$ cat src/include/sdc_pkg.sv
// Constants, register map and field layout of the SYSREF delay calibration block.
// Assumes a byte-wide register port on the device clock and a 17-bit delay path.

package sdc_pkg;

	localparam int ADDR_W  = 12;
	localparam int DATA_W  = 8;
	localparam int DELAY_W = 17;

	// ***************************************************************
	// Register map
	// ***************************************************************
	localparam logic [ADDR_W-1:0] ADDR_ENABLE  = 12'h2B0;
	localparam logic [ADDR_W-1:0] ADDR_CONFIG  = 12'h2B1;
	localparam logic [ADDR_W-1:0] ADDR_RESULT0 = 12'h2B2;
	localparam logic [ADDR_W-1:0] ADDR_RESULT1 = 12'h2B3;
	localparam logic [ADDR_W-1:0] ADDR_RESULT2 = 12'h2B4;

	localparam logic [DATA_W-1:0] CONFIG_RESET = 8'h05;
	localparam int                ENABLE_BIT   = 0;
	localparam int                AVG_LSB      = 2;
	localparam int                ACCUM_LSB    = 0;
	localparam int                DONE_BIT     = 17;
	localparam int                INV_BIT      = 16;

	// ***************************************************************
	// Timing
	// ***************************************************************
	localparam logic [15:0] PERIOD_MAX0   = 16'h0080;
	localparam logic [15:0] PERIOD_MAX1   = 16'h0680;
	localparam logic [15:0] PERIOD_MAX2   = 16'h1E80;
	localparam logic [15:0] PERIOD_MAX3   = 16'h7E80;
	localparam logic [15:0] CAL_BOUND_MUL = 16'h1C80;

	typedef enum logic [2:0] {
		SDC_IDLE,
		SDC_WAIT_EDGE,
		SDC_ACCUM,
		SDC_DONE,
		SDC_FAIL
	} sdc_state_e;

endpackage : sdc_pkg

$ cat src/design/sdc_sync.sv
// Two-stage synchroniser for one asynchronous level.
// Assumes the destination clock is the device clock.
`timescale 1ns/1ps

module sdc_sync (
	input  wire logic clk_i,
	input  wire logic rst_n_i,
	input  wire logic async_i,
	output logic      sync_o
);

	logic meta_r;

	// First stage feeds only the second stage
	always_ff @(posedge clk_i or negedge rst_n_i) begin
		if (!rst_n_i) begin
			meta_r <= 1'b0;
			sync_o <= 1'b0;
		end else begin
			meta_r <= async_i;
			sync_o <= meta_r;
		end
	end

endmodule : sdc_sync

$ cat src/design/sdc_core.sv
// SYSREF delay calibration: enable, configuration and result registers plus the
// calibration sequencer that measures SYSREF duty over accumulation windows.
// Assumes register port and manual delay setting are on clk_i; SYSREF is asynchronous.
`timescale 1ns/1ps

module sdc_core
	import sdc_pkg::*;
(
	input  wire logic                         clk_i,
	input  wire logic                         rst_n_i,
	input  wire logic                         reg_wr_i,
	input  wire logic                         reg_rd_i,
	input  wire logic [sdc_pkg::ADDR_W-1:0]   reg_addr_i,
	input  wire logic [sdc_pkg::DATA_W-1:0]   reg_wdata_i,
	output logic      [sdc_pkg::DATA_W-1:0]   reg_rdata_o,
	input  wire logic [sdc_pkg::DELAY_W-1:0]  manual_delay_i,
	input  wire logic                         sysref_i,
	output logic      [sdc_pkg::DELAY_W-1:0]  aperture_delay_o,
	output logic                              cal_busy_o,
	output logic                              cal_fail_o
);
	import sdc_pkg::*;

	// ***************************************************************
	// Registers
	// ***************************************************************
	logic                sysref_cal_enable_r;
	logic                enable_prev_r;
	logic [3:0]          sysref_cal_config_r;
	logic [DELAY_W-1:0]  computed_delay_value_r;
	logic                cal_complete_flag_r;
	sdc_state_e          state_r;
	sdc_state_e          state_nxt;
	logic [15:0]         period_cnt_r;
	logic [7:0]          window_cnt_r;
	logic [7:0]          average_cnt_r;
	logic [16:0]         accum_r;
	logic                sysref_prev_r;
	logic                sysref_s;

	sdc_sync sdc_sync_inst (
		.clk_i   (clk_i),
		.rst_n_i (rst_n_i),
		.async_i (sysref_i),
		.sync_o  (sysref_s)
	);

	// ***************************************************************
	// Decode and field selection
	// ***************************************************************
	wire       wr_enable    = reg_wr_i && (reg_addr_i == ADDR_ENABLE);
	wire       wr_config    = reg_wr_i && (reg_addr_i == ADDR_CONFIG);
	wire [1:0] averaging_select           = sysref_cal_config_r[AVG_LSB +: 2];
	wire [1:0] accumulation_length_select = sysref_cal_config_r[ACCUM_LSB +: 2];
	wire       cal_start    = sysref_cal_enable_r && !enable_prev_r;
	wire       sysref_rise  = sysref_s && !sysref_prev_r;

	wire [8:0] avg_count    = 9'h004 << {averaging_select, 1'b0};
	wire [8:0] win_count    = 9'h004 << {accumulation_length_select, 1'b0};
	wire [7:0] avg_last     = 8'(avg_count - 9'h001);
	wire [7:0] win_last     = 8'(win_count - 9'h001);

	// Longest SYSREF period that one accumulation length tolerates
	wire [15:0] period_max  = (accumulation_length_select == 2'h0) ? PERIOD_MAX0 :
	                          (accumulation_length_select == 2'h1) ? PERIOD_MAX1 :
	                          (accumulation_length_select == 2'h2) ? PERIOD_MAX2 :
	                                                                 PERIOD_MAX3;
	wire        period_over = (period_cnt_r >= period_max);

	// Total samples is 4^(avg+accum+2), at most 2^16; scale the sum to a 17-bit fraction.
	// The select sum needs three bits, since 3+3 would wrap in two
	wire [2:0]  sel_sum     = 3'(averaging_select) + 3'(accumulation_length_select);
	wire [3:0]  norm_shift  = 4'hC - {sel_sum, 1'b0};
	// The last window sample lands on the same edge as the result, so it is folded in
	// here; a SYSREF that is always high then gives exactly 0x10000
	wire [16:0] accum_sum   = accum_r + {16'h0000, sysref_s};
	wire [16:0] norm_delay  = 17'(accum_sum << norm_shift);

	wire        status_done = cal_complete_flag_r && sysref_cal_enable_r;
	wire [23:0] status_word = {6'h00, status_done, computed_delay_value_r};
	wire [7:0]  rd_mux      =
		(reg_addr_i == ADDR_ENABLE)  ? {7'h00, sysref_cal_enable_r} :
		(reg_addr_i == ADDR_CONFIG)  ? {4'h0, sysref_cal_config_r} :
		(reg_addr_i == ADDR_RESULT0) ? status_word[7:0] :
		(reg_addr_i == ADDR_RESULT1) ? status_word[15:8] :
		(reg_addr_i == ADDR_RESULT2) ? status_word[23:16] :
		                               8'h00;

	// Manual path keeps the same inversion/coarse/fine layout as the computed value
	wire [DELAY_W-1:0] delay_sel = sysref_cal_enable_r ? computed_delay_value_r
	                                                   : manual_delay_i;

	// ***************************************************************
	// Register port
	// ***************************************************************
	always_ff @(posedge clk_i or negedge rst_n_i) begin
		if (!rst_n_i) begin
			sysref_cal_enable_r <= 1'b0;
			sysref_cal_config_r <= CONFIG_RESET[3:0];
			enable_prev_r       <= 1'b0;
			reg_rdata_o         <= 8'h00;
		end else begin
			if (wr_enable)
				sysref_cal_enable_r <= reg_wdata_i[ENABLE_BIT];
			if (wr_config)
				sysref_cal_config_r <= reg_wdata_i[3:0];
			enable_prev_r <= sysref_cal_enable_r;
			if (reg_rd_i)
				reg_rdata_o <= rd_mux;
		end
	end

	// ***************************************************************
	// Calibration sequencer
	// ***************************************************************
	always_comb begin
		state_nxt = state_r;
		case (state_r)
			SDC_IDLE: begin
				if (cal_start)
					state_nxt = SDC_WAIT_EDGE;
			end
			SDC_WAIT_EDGE: begin
				if (sysref_rise)
					state_nxt = SDC_ACCUM;
				else if (period_over)
					state_nxt = SDC_FAIL;
			end
			SDC_ACCUM: begin
				if (window_cnt_r == win_last)
					state_nxt = (average_cnt_r == avg_last) ? SDC_DONE : SDC_WAIT_EDGE;
			end
			SDC_DONE: state_nxt = SDC_DONE;
			SDC_FAIL: state_nxt = SDC_FAIL;
			default:  state_nxt = SDC_IDLE;
		endcase
		// Dropping enable abandons any sequence; a fresh rising edge restarts it
		if (!sysref_cal_enable_r)
			state_nxt = SDC_IDLE;
		else if (cal_start)
			state_nxt = SDC_WAIT_EDGE;
	end

	// Every average waits at most one period then one window, so the run
	// stays well inside the 384*19*4^(avg+accum+2) cycle bound
	always_ff @(posedge clk_i or negedge rst_n_i) begin
		if (!rst_n_i) begin
			state_r       <= SDC_IDLE;
			sysref_prev_r <= 1'b0;
		end else begin
			state_r       <= state_nxt;
			sysref_prev_r <= sysref_s;
		end
	end

	// Period counter saturates so a dead SYSREF cannot wrap back under the limit
	always_ff @(posedge clk_i or negedge rst_n_i) begin
		if (!rst_n_i) begin
			period_cnt_r <= 16'h0000;
		end else if (cal_start || sysref_rise) begin
			period_cnt_r <= 16'h0000;
		end else if (period_cnt_r != 16'hFFFF) begin
			period_cnt_r <= period_cnt_r + 16'h0001;
		end
	end

	// Position inside one accumulation window
	always_ff @(posedge clk_i or negedge rst_n_i) begin
		if (!rst_n_i) begin
			window_cnt_r <= 8'h00;
		end else if (state_r == SDC_ACCUM) begin
			window_cnt_r <= window_cnt_r + 8'h01;
		end else begin
			window_cnt_r <= 8'h00;
		end
	end

	// Running sum of synchronised SYSREF high samples over all averages
	always_ff @(posedge clk_i or negedge rst_n_i) begin
		if (!rst_n_i) begin
			average_cnt_r <= 8'h00;
			accum_r       <= 17'h00000;
		end else if (cal_start || state_r == SDC_IDLE) begin
			average_cnt_r <= 8'h00;
			accum_r       <= 17'h00000;
		end else if (state_r == SDC_ACCUM) begin
			accum_r <= accum_sum;
			if (window_cnt_r == win_last)
				average_cnt_r <= average_cnt_r + 8'h01;
		end
	end

	// ***************************************************************
	// Result and outputs
	// ***************************************************************
	always_ff @(posedge clk_i or negedge rst_n_i) begin
		if (!rst_n_i) begin
			computed_delay_value_r <= 17'h00000;
			cal_complete_flag_r    <= 1'b0;
			aperture_delay_o       <= 17'h00000;
			cal_busy_o             <= 1'b0;
			cal_fail_o             <= 1'b0;
		end else begin
			if (!sysref_cal_enable_r || cal_start)
				cal_complete_flag_r <= 1'b0;
			else if (state_r == SDC_DONE)
				cal_complete_flag_r <= 1'b1;
			if (cal_start)
				computed_delay_value_r <= 17'h00000;
			else if (state_r == SDC_ACCUM && state_nxt == SDC_DONE)
				// Bit 16 inversion, 15:8 coarse, 7:0 fine
				computed_delay_value_r <= norm_delay;
			aperture_delay_o <= delay_sel;
			cal_busy_o       <= (state_nxt == SDC_WAIT_EDGE) || (state_nxt == SDC_ACCUM);
			cal_fail_o       <= (state_nxt == SDC_FAIL);
		end
	end

endmodule : sdc_core

$ cat config.mk
export PLATFORM = sky130hd
export DESIGN_NAME = sdc_core
export DESIGN_NICKNAME = d
export VERILOG_FILES = /design/src/include/sdc_pkg.sv /design/src/design/sdc_sync.sv /design/src/design/sdc_core.sv
export SDC_FILE = /design/constraint.sdc
export NUM_CORES = 1
export LEC_CHECK = 0
export ABC_AREA = 0
export BUFFER_PORTS_ARGS = -buffer_cell sky130_fd_sc_hd__buf_2
export CORE_UTILIZATION = 40
export DETAILED_ROUTE_END_ITERATION = 10
export GPL_ROUTABILITY_DRIVEN = 0
export PLACE_DENSITY_LB_ADDON = 0.2
export REMOVE_ABC_BUFFERS = 1
export SLEW_MARGIN = 20
export SYNTH_ARGS = -nofsm -noshare
export SYNTH_HDL_FRONTEND = slang
export SYNTH_SLANG_ARGS = --single-unit
$ cat constraint.sdc
create_clock -name clk_i -period 3.1 [get_ports clk_i]
set_input_delay 0 -clock clk_i [delete_from_list [all_inputs] [get_ports clk_i]]
set_output_delay 0 -clock clk_i [all_outputs]
set_load 0.01 [all_outputs]
==> metrics.yaml, run 1 <==
worst_hold_path:
  hold_class: "input port to register"
  min_path_cells: 3
die:
  dieWidth_microns: 124
  initial_core_util_pct: 40.8
  die_area_sq_um: 15300
  io_pins: 69
  rows: 44
  die_y_microns: 124
  core_area_sq_um: 14500
synthesis:
  ys_seq_elements: 106
  post-synth-top-count-cell: "dfrtp_1"
  synthTopCellsByArea: "dfrtp_1 (44%), mux2_2 (5.3%), o21ai_0 (4.1%)"
  yosysTopAreaCellShare_pct: 44.0
  avgSynthCellArea_sq_um: 9.45
  synthCells: 626
  yosysTopAreaCell: "dfrtp_1"
  synthTopCellsByCount: "dfrtp_1 (104), nor2_1 (60), o21ai_0 (49)"
  synth_cell_type_count: 63
  synth_edf_count: 0
  ys.flop_type: "dfrtp_1"
  yosysWarnings: 0
  synthArstFlopShare_pct: 100
  ys_seq_area_share_pct: 44.9
  syn_area_sq_um: 5910
clock_network:
  cts_hold_buf: 25
  cts-root-buf: "clkbuf_16"
  clock-sinks: 106
  clk_latency_ns: 0.35
  cts.repair.resized: 0
  post_cts.repair.setup_buffers: 0
  clk_path_buf_depth: 2
  clk_pin_slew_worst_paths_ns: 0.07
  cts_tree: "yes"
  h-tree-depth: 3
  cts_buffers: 9
sta:
  hold_viol_final: 0
  period_minus_slack_ns: 2.72
  setup_tns_ns: 0
  rsz0062_at_grt: "false"
  finalSetupViolCount: 0
  relSlewSlack_pct: 36.8
  slew_viol_final: 0
  skew_ns: 0.00840
  fin_crit_sh_pct: 87.7
  finalWorstSetupSlack_ns: 0.380
  max_freq_ghz: 0.368
  worst_pin_slew_ns: 0.944
global_route:
  grt_pass1_wl_mm: 23.1
  grt_max_degree: 57
  overflow: 0
  track_usage_pct: 19.4
  grt_antenna_before_repair: 0
  first_global_vias: 4684
detailed_routing:
  routed_via_density: 5.53
  drc_errors: 0
  firstDrtPassIters: 5
  wirelength_mm: 14.3
  vias: 4983
  wl_per_cell_microns: 15.9
  ant_nets: 0
  drtIter0Drc: 336
critical_path:
  critPathArrivalTime_ns: 2.94
  r2r_cells: 8
  cp_slowest_cell: "dfstp_2"
  path_max_fanout: 15
  slowest_delay_ns: 0.60
  crit_chain: "ha_1 -> fa_1 -> ha_1 -> nor3b_1 -> a31oi_1 -> a21boi_0 -> o2bb2ai_1 -> o21ai_0"
  worst-setup-path-type: "register to register"
  critPathLaunchType: "register"
  crit_required_ns: 3.32
  worstSetupEndpointType: "register"
  crit_top_cell: "ha_1"
pwr:
  p_comb_share_pct: 6.6
  p_leak_uw: 0.00302
  sequentialPowerShare_pct: 53.1
  internal-power_uw: 2070
  p_switching_uw: 655
  pwr-share-clk_pct: 40.4
  powerDensity_nw_per_um2: 388
  total_power_uw: 2720
  switching_share_pct: 24.1
  vdd_drop_max_mv: 0.255
cells_and_area:
  syn_to_final_growth_pct: 18.5
  num_antenna_cells: 0
  final_util_pct: 48.4
  drive_gt1_share_pct: 19.5
  final_nets: 767
  final_area_sq_um: 7010
placement:
  placed_area_sq_um: 6480
  dp_hpwl_mm: 10.2
  post-place-ws_ns: 0.441
  io_buffers: 64
outcome:
  status: "finished clean"
job:
  maxCapViolCount: 0
## final cells by class
type                    count  area [sq um]
well taps                 184           230
inverters                  22          82.6
fillers                  1376          7470
repair buffers            105           706
clock buffers              10           239
flip-flops and latches    106          2660
clock inverters             6          41.3
multi-input cells         468          3050
## final timing paths
| path | end | startpoint | slack [ns] |
|---|---|---|---|
| worst max-delay path | computed_delay_value_r[13] | sysref_cal_config_r[2] | 0.38 |
| worst min-delay path | reg_rdata_o[1] | reg_rd_i | 0.02 |
| worst max register to register | computed_delay_value_r[13] | sysref_cal_config_r[2] | 0.38 |
| worst min register to register | sdc_sync_inst.sync_o | sdc_sync_inst.meta_r | 0.38 |
| max in group asynchronous | sysref_cal_config_r[0] | rst_n_i | 2.12 |
| min in group asynchronous | average_cnt_r[5] | rst_n_i | 0.20 |
## kinds of logic (layout without fill, tap and decap cells)
family / after synthesis / in the layout / synth area share, %
DFF: 106 / 106 / 44.9
xor gates and xnor gates: 31 / 31 / 4.59
adders and majority gates: 13 / 13 / 2.88
buffers and inverters: 52 / 143 / 3.55
muxes: 37 / 37 / 6.86
AOI/OAI and AO/OA: 147 / 147 / 16.2
and+or+nand+nor: 240 / 240 / 21.0
## state kept, by name, summed over array words and instances, names as in the netlist
register	flops
accum_r	17
aperture_delay_o	17
average_cnt_r	8
cal_busy_o	1
cal_complete_flag_r	1
cal_fail_o	1
computed_delay_value_r	17
enable_prev_r	1
period_cnt_r	16
reg_rdata_o	8
sdc_sync_inst.meta_r	1
sdc_sync_inst.sync_o	1
state_r	3
sysref_cal_config_r	4
sysref_cal_enable_r	1
sysref_prev_r	1
window_cnt_r	8
## worst max-delay path: cells and delay by family, from the launching register on
kind | cells | cell delay (ns)
AOI/OAI and AO/OA | 4 | 0.70
adders and majority gates | 3 | 1.19
DFF | 1 | 0.60
and+or+nand+nor | 1 | 0.09
## power by group through the flow
stage,clock network (uW),registers [uW],logic (uW)
2_1_floorplan,0,1470,61.5
3_3_place_gp,0,1470,152
3_5_place_dp,0,1470,158
4_1_cts,1130,1440,182
5_1_grt,1190,1450,204
6_report,1100,1440,179
## through the flow
stage,hold slack [ns],instances
floorplan,-0.296,596
global route,0.0362,901
finish,0.0240,901
global placement,0.0604,860
detailed placement,0.0664,860
CTS,0.0130,901
## cell usage in the layout, fill, tap and decap left out, types with 6 or more instances in the layout
cell,instances
buf_2,63
nor2_1,60
mux2i_1,9
buf_4,16
nor3_1,10
clkbuf_16,9
mux2_2,28
ha_1,12
xor2_1,16
a22o_1,6
nor3b_1,6
dlygate4sd3_1,25
a21oi_1,24
nand3_1,45
or3_1,8
o21ai_0,49
dfrtp_1,104
inv_1,22
nor2b_1,6
nand2_1,45
nand4_1,12
nand2b_1,6
o31ai_1,15
and3_1,13
xnor2_1,15
## metal layers
metal	up-vias	wire length [microns]	track usage (%)
li1	2442	-	-
met1	2418	7010	26.8
met2	102	6540	30.1
met3	21	520	3.48
met4	0	273	7.23
met5	-	0	0
Note: power is estimated with default switching activity, not from simulation.
==> inputs of run 2 (changes only) <==
- clock period: 3.1 -> 2.3 ns (I/O delays scaled with it)
==> run 2 against run 1 <==
The flow now finishes with violations (design-rule violations, negative setup slack). First-iteration DRC count grew 4.8%. Clock skew shrank 0.00088 ns. Flip-flop and latch count is the same. Register-to-register slack lost 0.44 ns. Sequential power grew 35%. Core utilization grew 5.3 points. Cell count grew 6.0%. Die area is the same. Clock-buffer cell count grew 3. Power grew 44%. Setup slack lost 0.44 ns. Via count grew 4.1%.
==> metrics.yaml, run 2 (synthesis gave the netlist of run 1 again) <==
clock_network:
  cts_tree: "yes"
  cts-root-buf: "clkbuf_16"
  clk_path_buf_depth: 2
  cts_buffers: 9
  clk_pin_slew_worst_paths_ns: 0.07
  clk_latency_ns: 0.35
  h-tree-depth: 3
  clock-sinks: 106
sta:
  hold_viol_final: 0
  worst_pin_slew_ns: 0.662
  period_minus_slack_ns: 2.36
  setup_tns_ns: -0.233
  slew_viol_final: 0
  finalSetupViolCount: 7
  hold_ws_ns: 0.0255
  rsz0062_at_grt: "true"
  fin_crit_sh_pct: 103
  max_freq_ghz: 0.423
  skew_ns: 0.00752
  finalWorstSetupSlack_ns: -0.0623
  relSlewSlack_pct: 55.8
critical_path:
  slowest_delay_ns: 0.56
  crit_required_ns: 2.55
  path_max_fanout: 6
  cp_slowest_cell: "dfstp_2"
  crit_buf_inv: 0
  rrSetupSlack_ns: -0.06
  worst-setup-path-type: "register to register"
  worstSetupEndpointType: "register"
  path_delay_family: "adder cells"
  crit_chain: "ha_4 -> fa_1 -> ha_4 -> xor2_4 -> o221ai_2 -> o2bb2ai_2 -> nor2_1 -> o31ai_1"
  crit_top_cell: "ha_4"
  critPathLaunchType: "register"
  critPathArrivalTime_ns: 2.61
outcome:
  violations: "design-rule violations, negative setup slack"
  status: "finished, violations left"
placement:
  placed_area_sq_um: 6820
  io_buffers: 64
  dp_hpwl_mm: 10.7
  post-place-ws_ns: -0.190
pwr:
  switching_share_pct: 22.2
  p_comb_share_pct: 6.4
  sequentialPowerShare_pct: 49.6
  internal-power_uw: 3050
  p_switching_uw: 870
  powerDensity_nw_per_um2: 504
  vdd_drop_max_mv: 0.382
  pwr-share-clk_pct: 44.0
  p_leak_uw: 0.00336
cells_and_area:
  num_antenna_cells: 0
  drive_gt1_share_pct: 30.0
  layout_commonest_cell: "dfrtp_1"
  final_cell_mix: "dfrtp_1 (104), buf_4 (64), buf_2 (63)"
  fill_cells: 1279
  final_nets: 821
  final_util_pct: 53.7
  final_area_sq_um: 7780
  reg.largest.list: "accum_r (17), aperture_delay_o (17), computed_delay_value_r (17)"
  syn_to_final_growth_pct: 31.5
die:
  io_pins: 69
  die_y_microns: 124
  die_area_sq_um: 15300
  dieWidth_microns: 124
  initial_core_util_pct: 40.8
  rows: 44
  core_area_sq_um: 14500
detailed_routing:
  vias: 5187
  wl_per_cell_microns: 16.0
  drtIter0Drc: 352
  routed_via_density: 5.43
  wirelength_mm: 15.2
  drc_errors: 1
  firstDrtPassIters: 8
  ant_nets: 0
global_route:
  grt_max_degree: 47
  grt_pass1_wl_mm: 23.9
  first_global_vias: 4808
  track_usage_pct: 20.1
  overflow: 0
  grt_antenna_before_repair: 0
worst_hold_path:
  hold_class: "input port to register"
job:
  maxCapViolCount: 0
[run 2: cell count changes in the layout (fill, tap and decap cells not counted), moves of 3 or more]
cell,before,now
buf_6,0,7
o21ai_0,49,46
nor2_2,0,3
ha_1,12,7
a21oi_1,24,20
nor2_1,60,56
ha_4,0,5
buf_4,16,64
clkinv_2,3,0
o31ai_1,15,12
a21oi_2,0,4
[run 2: power groups by stage]
stage | combinational (uW) | clock, uW | sequential, uW
after CTS | 250 | 1760 | 1940
after global routing | 288 | 1830 | 1950
after floorplan | 82.9 | 0 | 1980
after detailed placement | 218 | 0 | 1980
final | 252 | 1720 | 1940
after global placement | 213 | 0 | 1980
[run 2: worst paths after layout]
path,from,to,depth (start not counted)
min,reg_rd_i,reg_rdata_o[6],2
max,sysref_cal_config_r[0],computed_delay_value_r[15],8
max reg2reg,sysref_cal_config_r[0],computed_delay_value_r[15],8
max in group asynchronous,rst_n_i,accum_r[13],3
min in group asynchronous,rst_n_i,window_cnt_r[5],2
min reg2reg,sdc_sync_inst.meta_r,sdc_sync_inst.sync_o,0
[run 2: timing repair]
action | 4_1_cts | 5_1_grt
hold endpoints to repair | 59 | 0
pin swaps | 10 | 17
buffers inserted | 1 | 11
hold buffers | 23 | 0
resized for setup | 17 | 48
setup endpoints to repair | 17 | 19
[run 2: stage by stage]
step	std cells	total power [uW]
final	955	3920
after global routing	955	4070
after CTS	944	3960
after detailed placement	905	2200
after global placement	905	2190
after floorplan	596	2070
[run 2: layout make-up]
class / instances / area (sq um) / share of cell area, %
Clock buffer: 13 / 260 / 3.35
Clock inverter: 3 / 68.8 / 0.885
Inverter: 22 / 82.6 / 1.06
Multi-Input combinational cell: 468 / 3330 / 42.9
Sequential cell: 106 / 2660 / 34.1
Tap cell: 184 / 230 / 2.96
Timing Repair Buffer: 159 / 1140 / 14.7
[run 2: layer usage]
metal	track usage (%)	share of wire, %	vias to the layer above
li1	-	-	2555
met1	28.0	48	2509
met2	31.6	47	109
met3	3.71	3.6	14
met4	6.10	1.0	0
met5	0	0	-
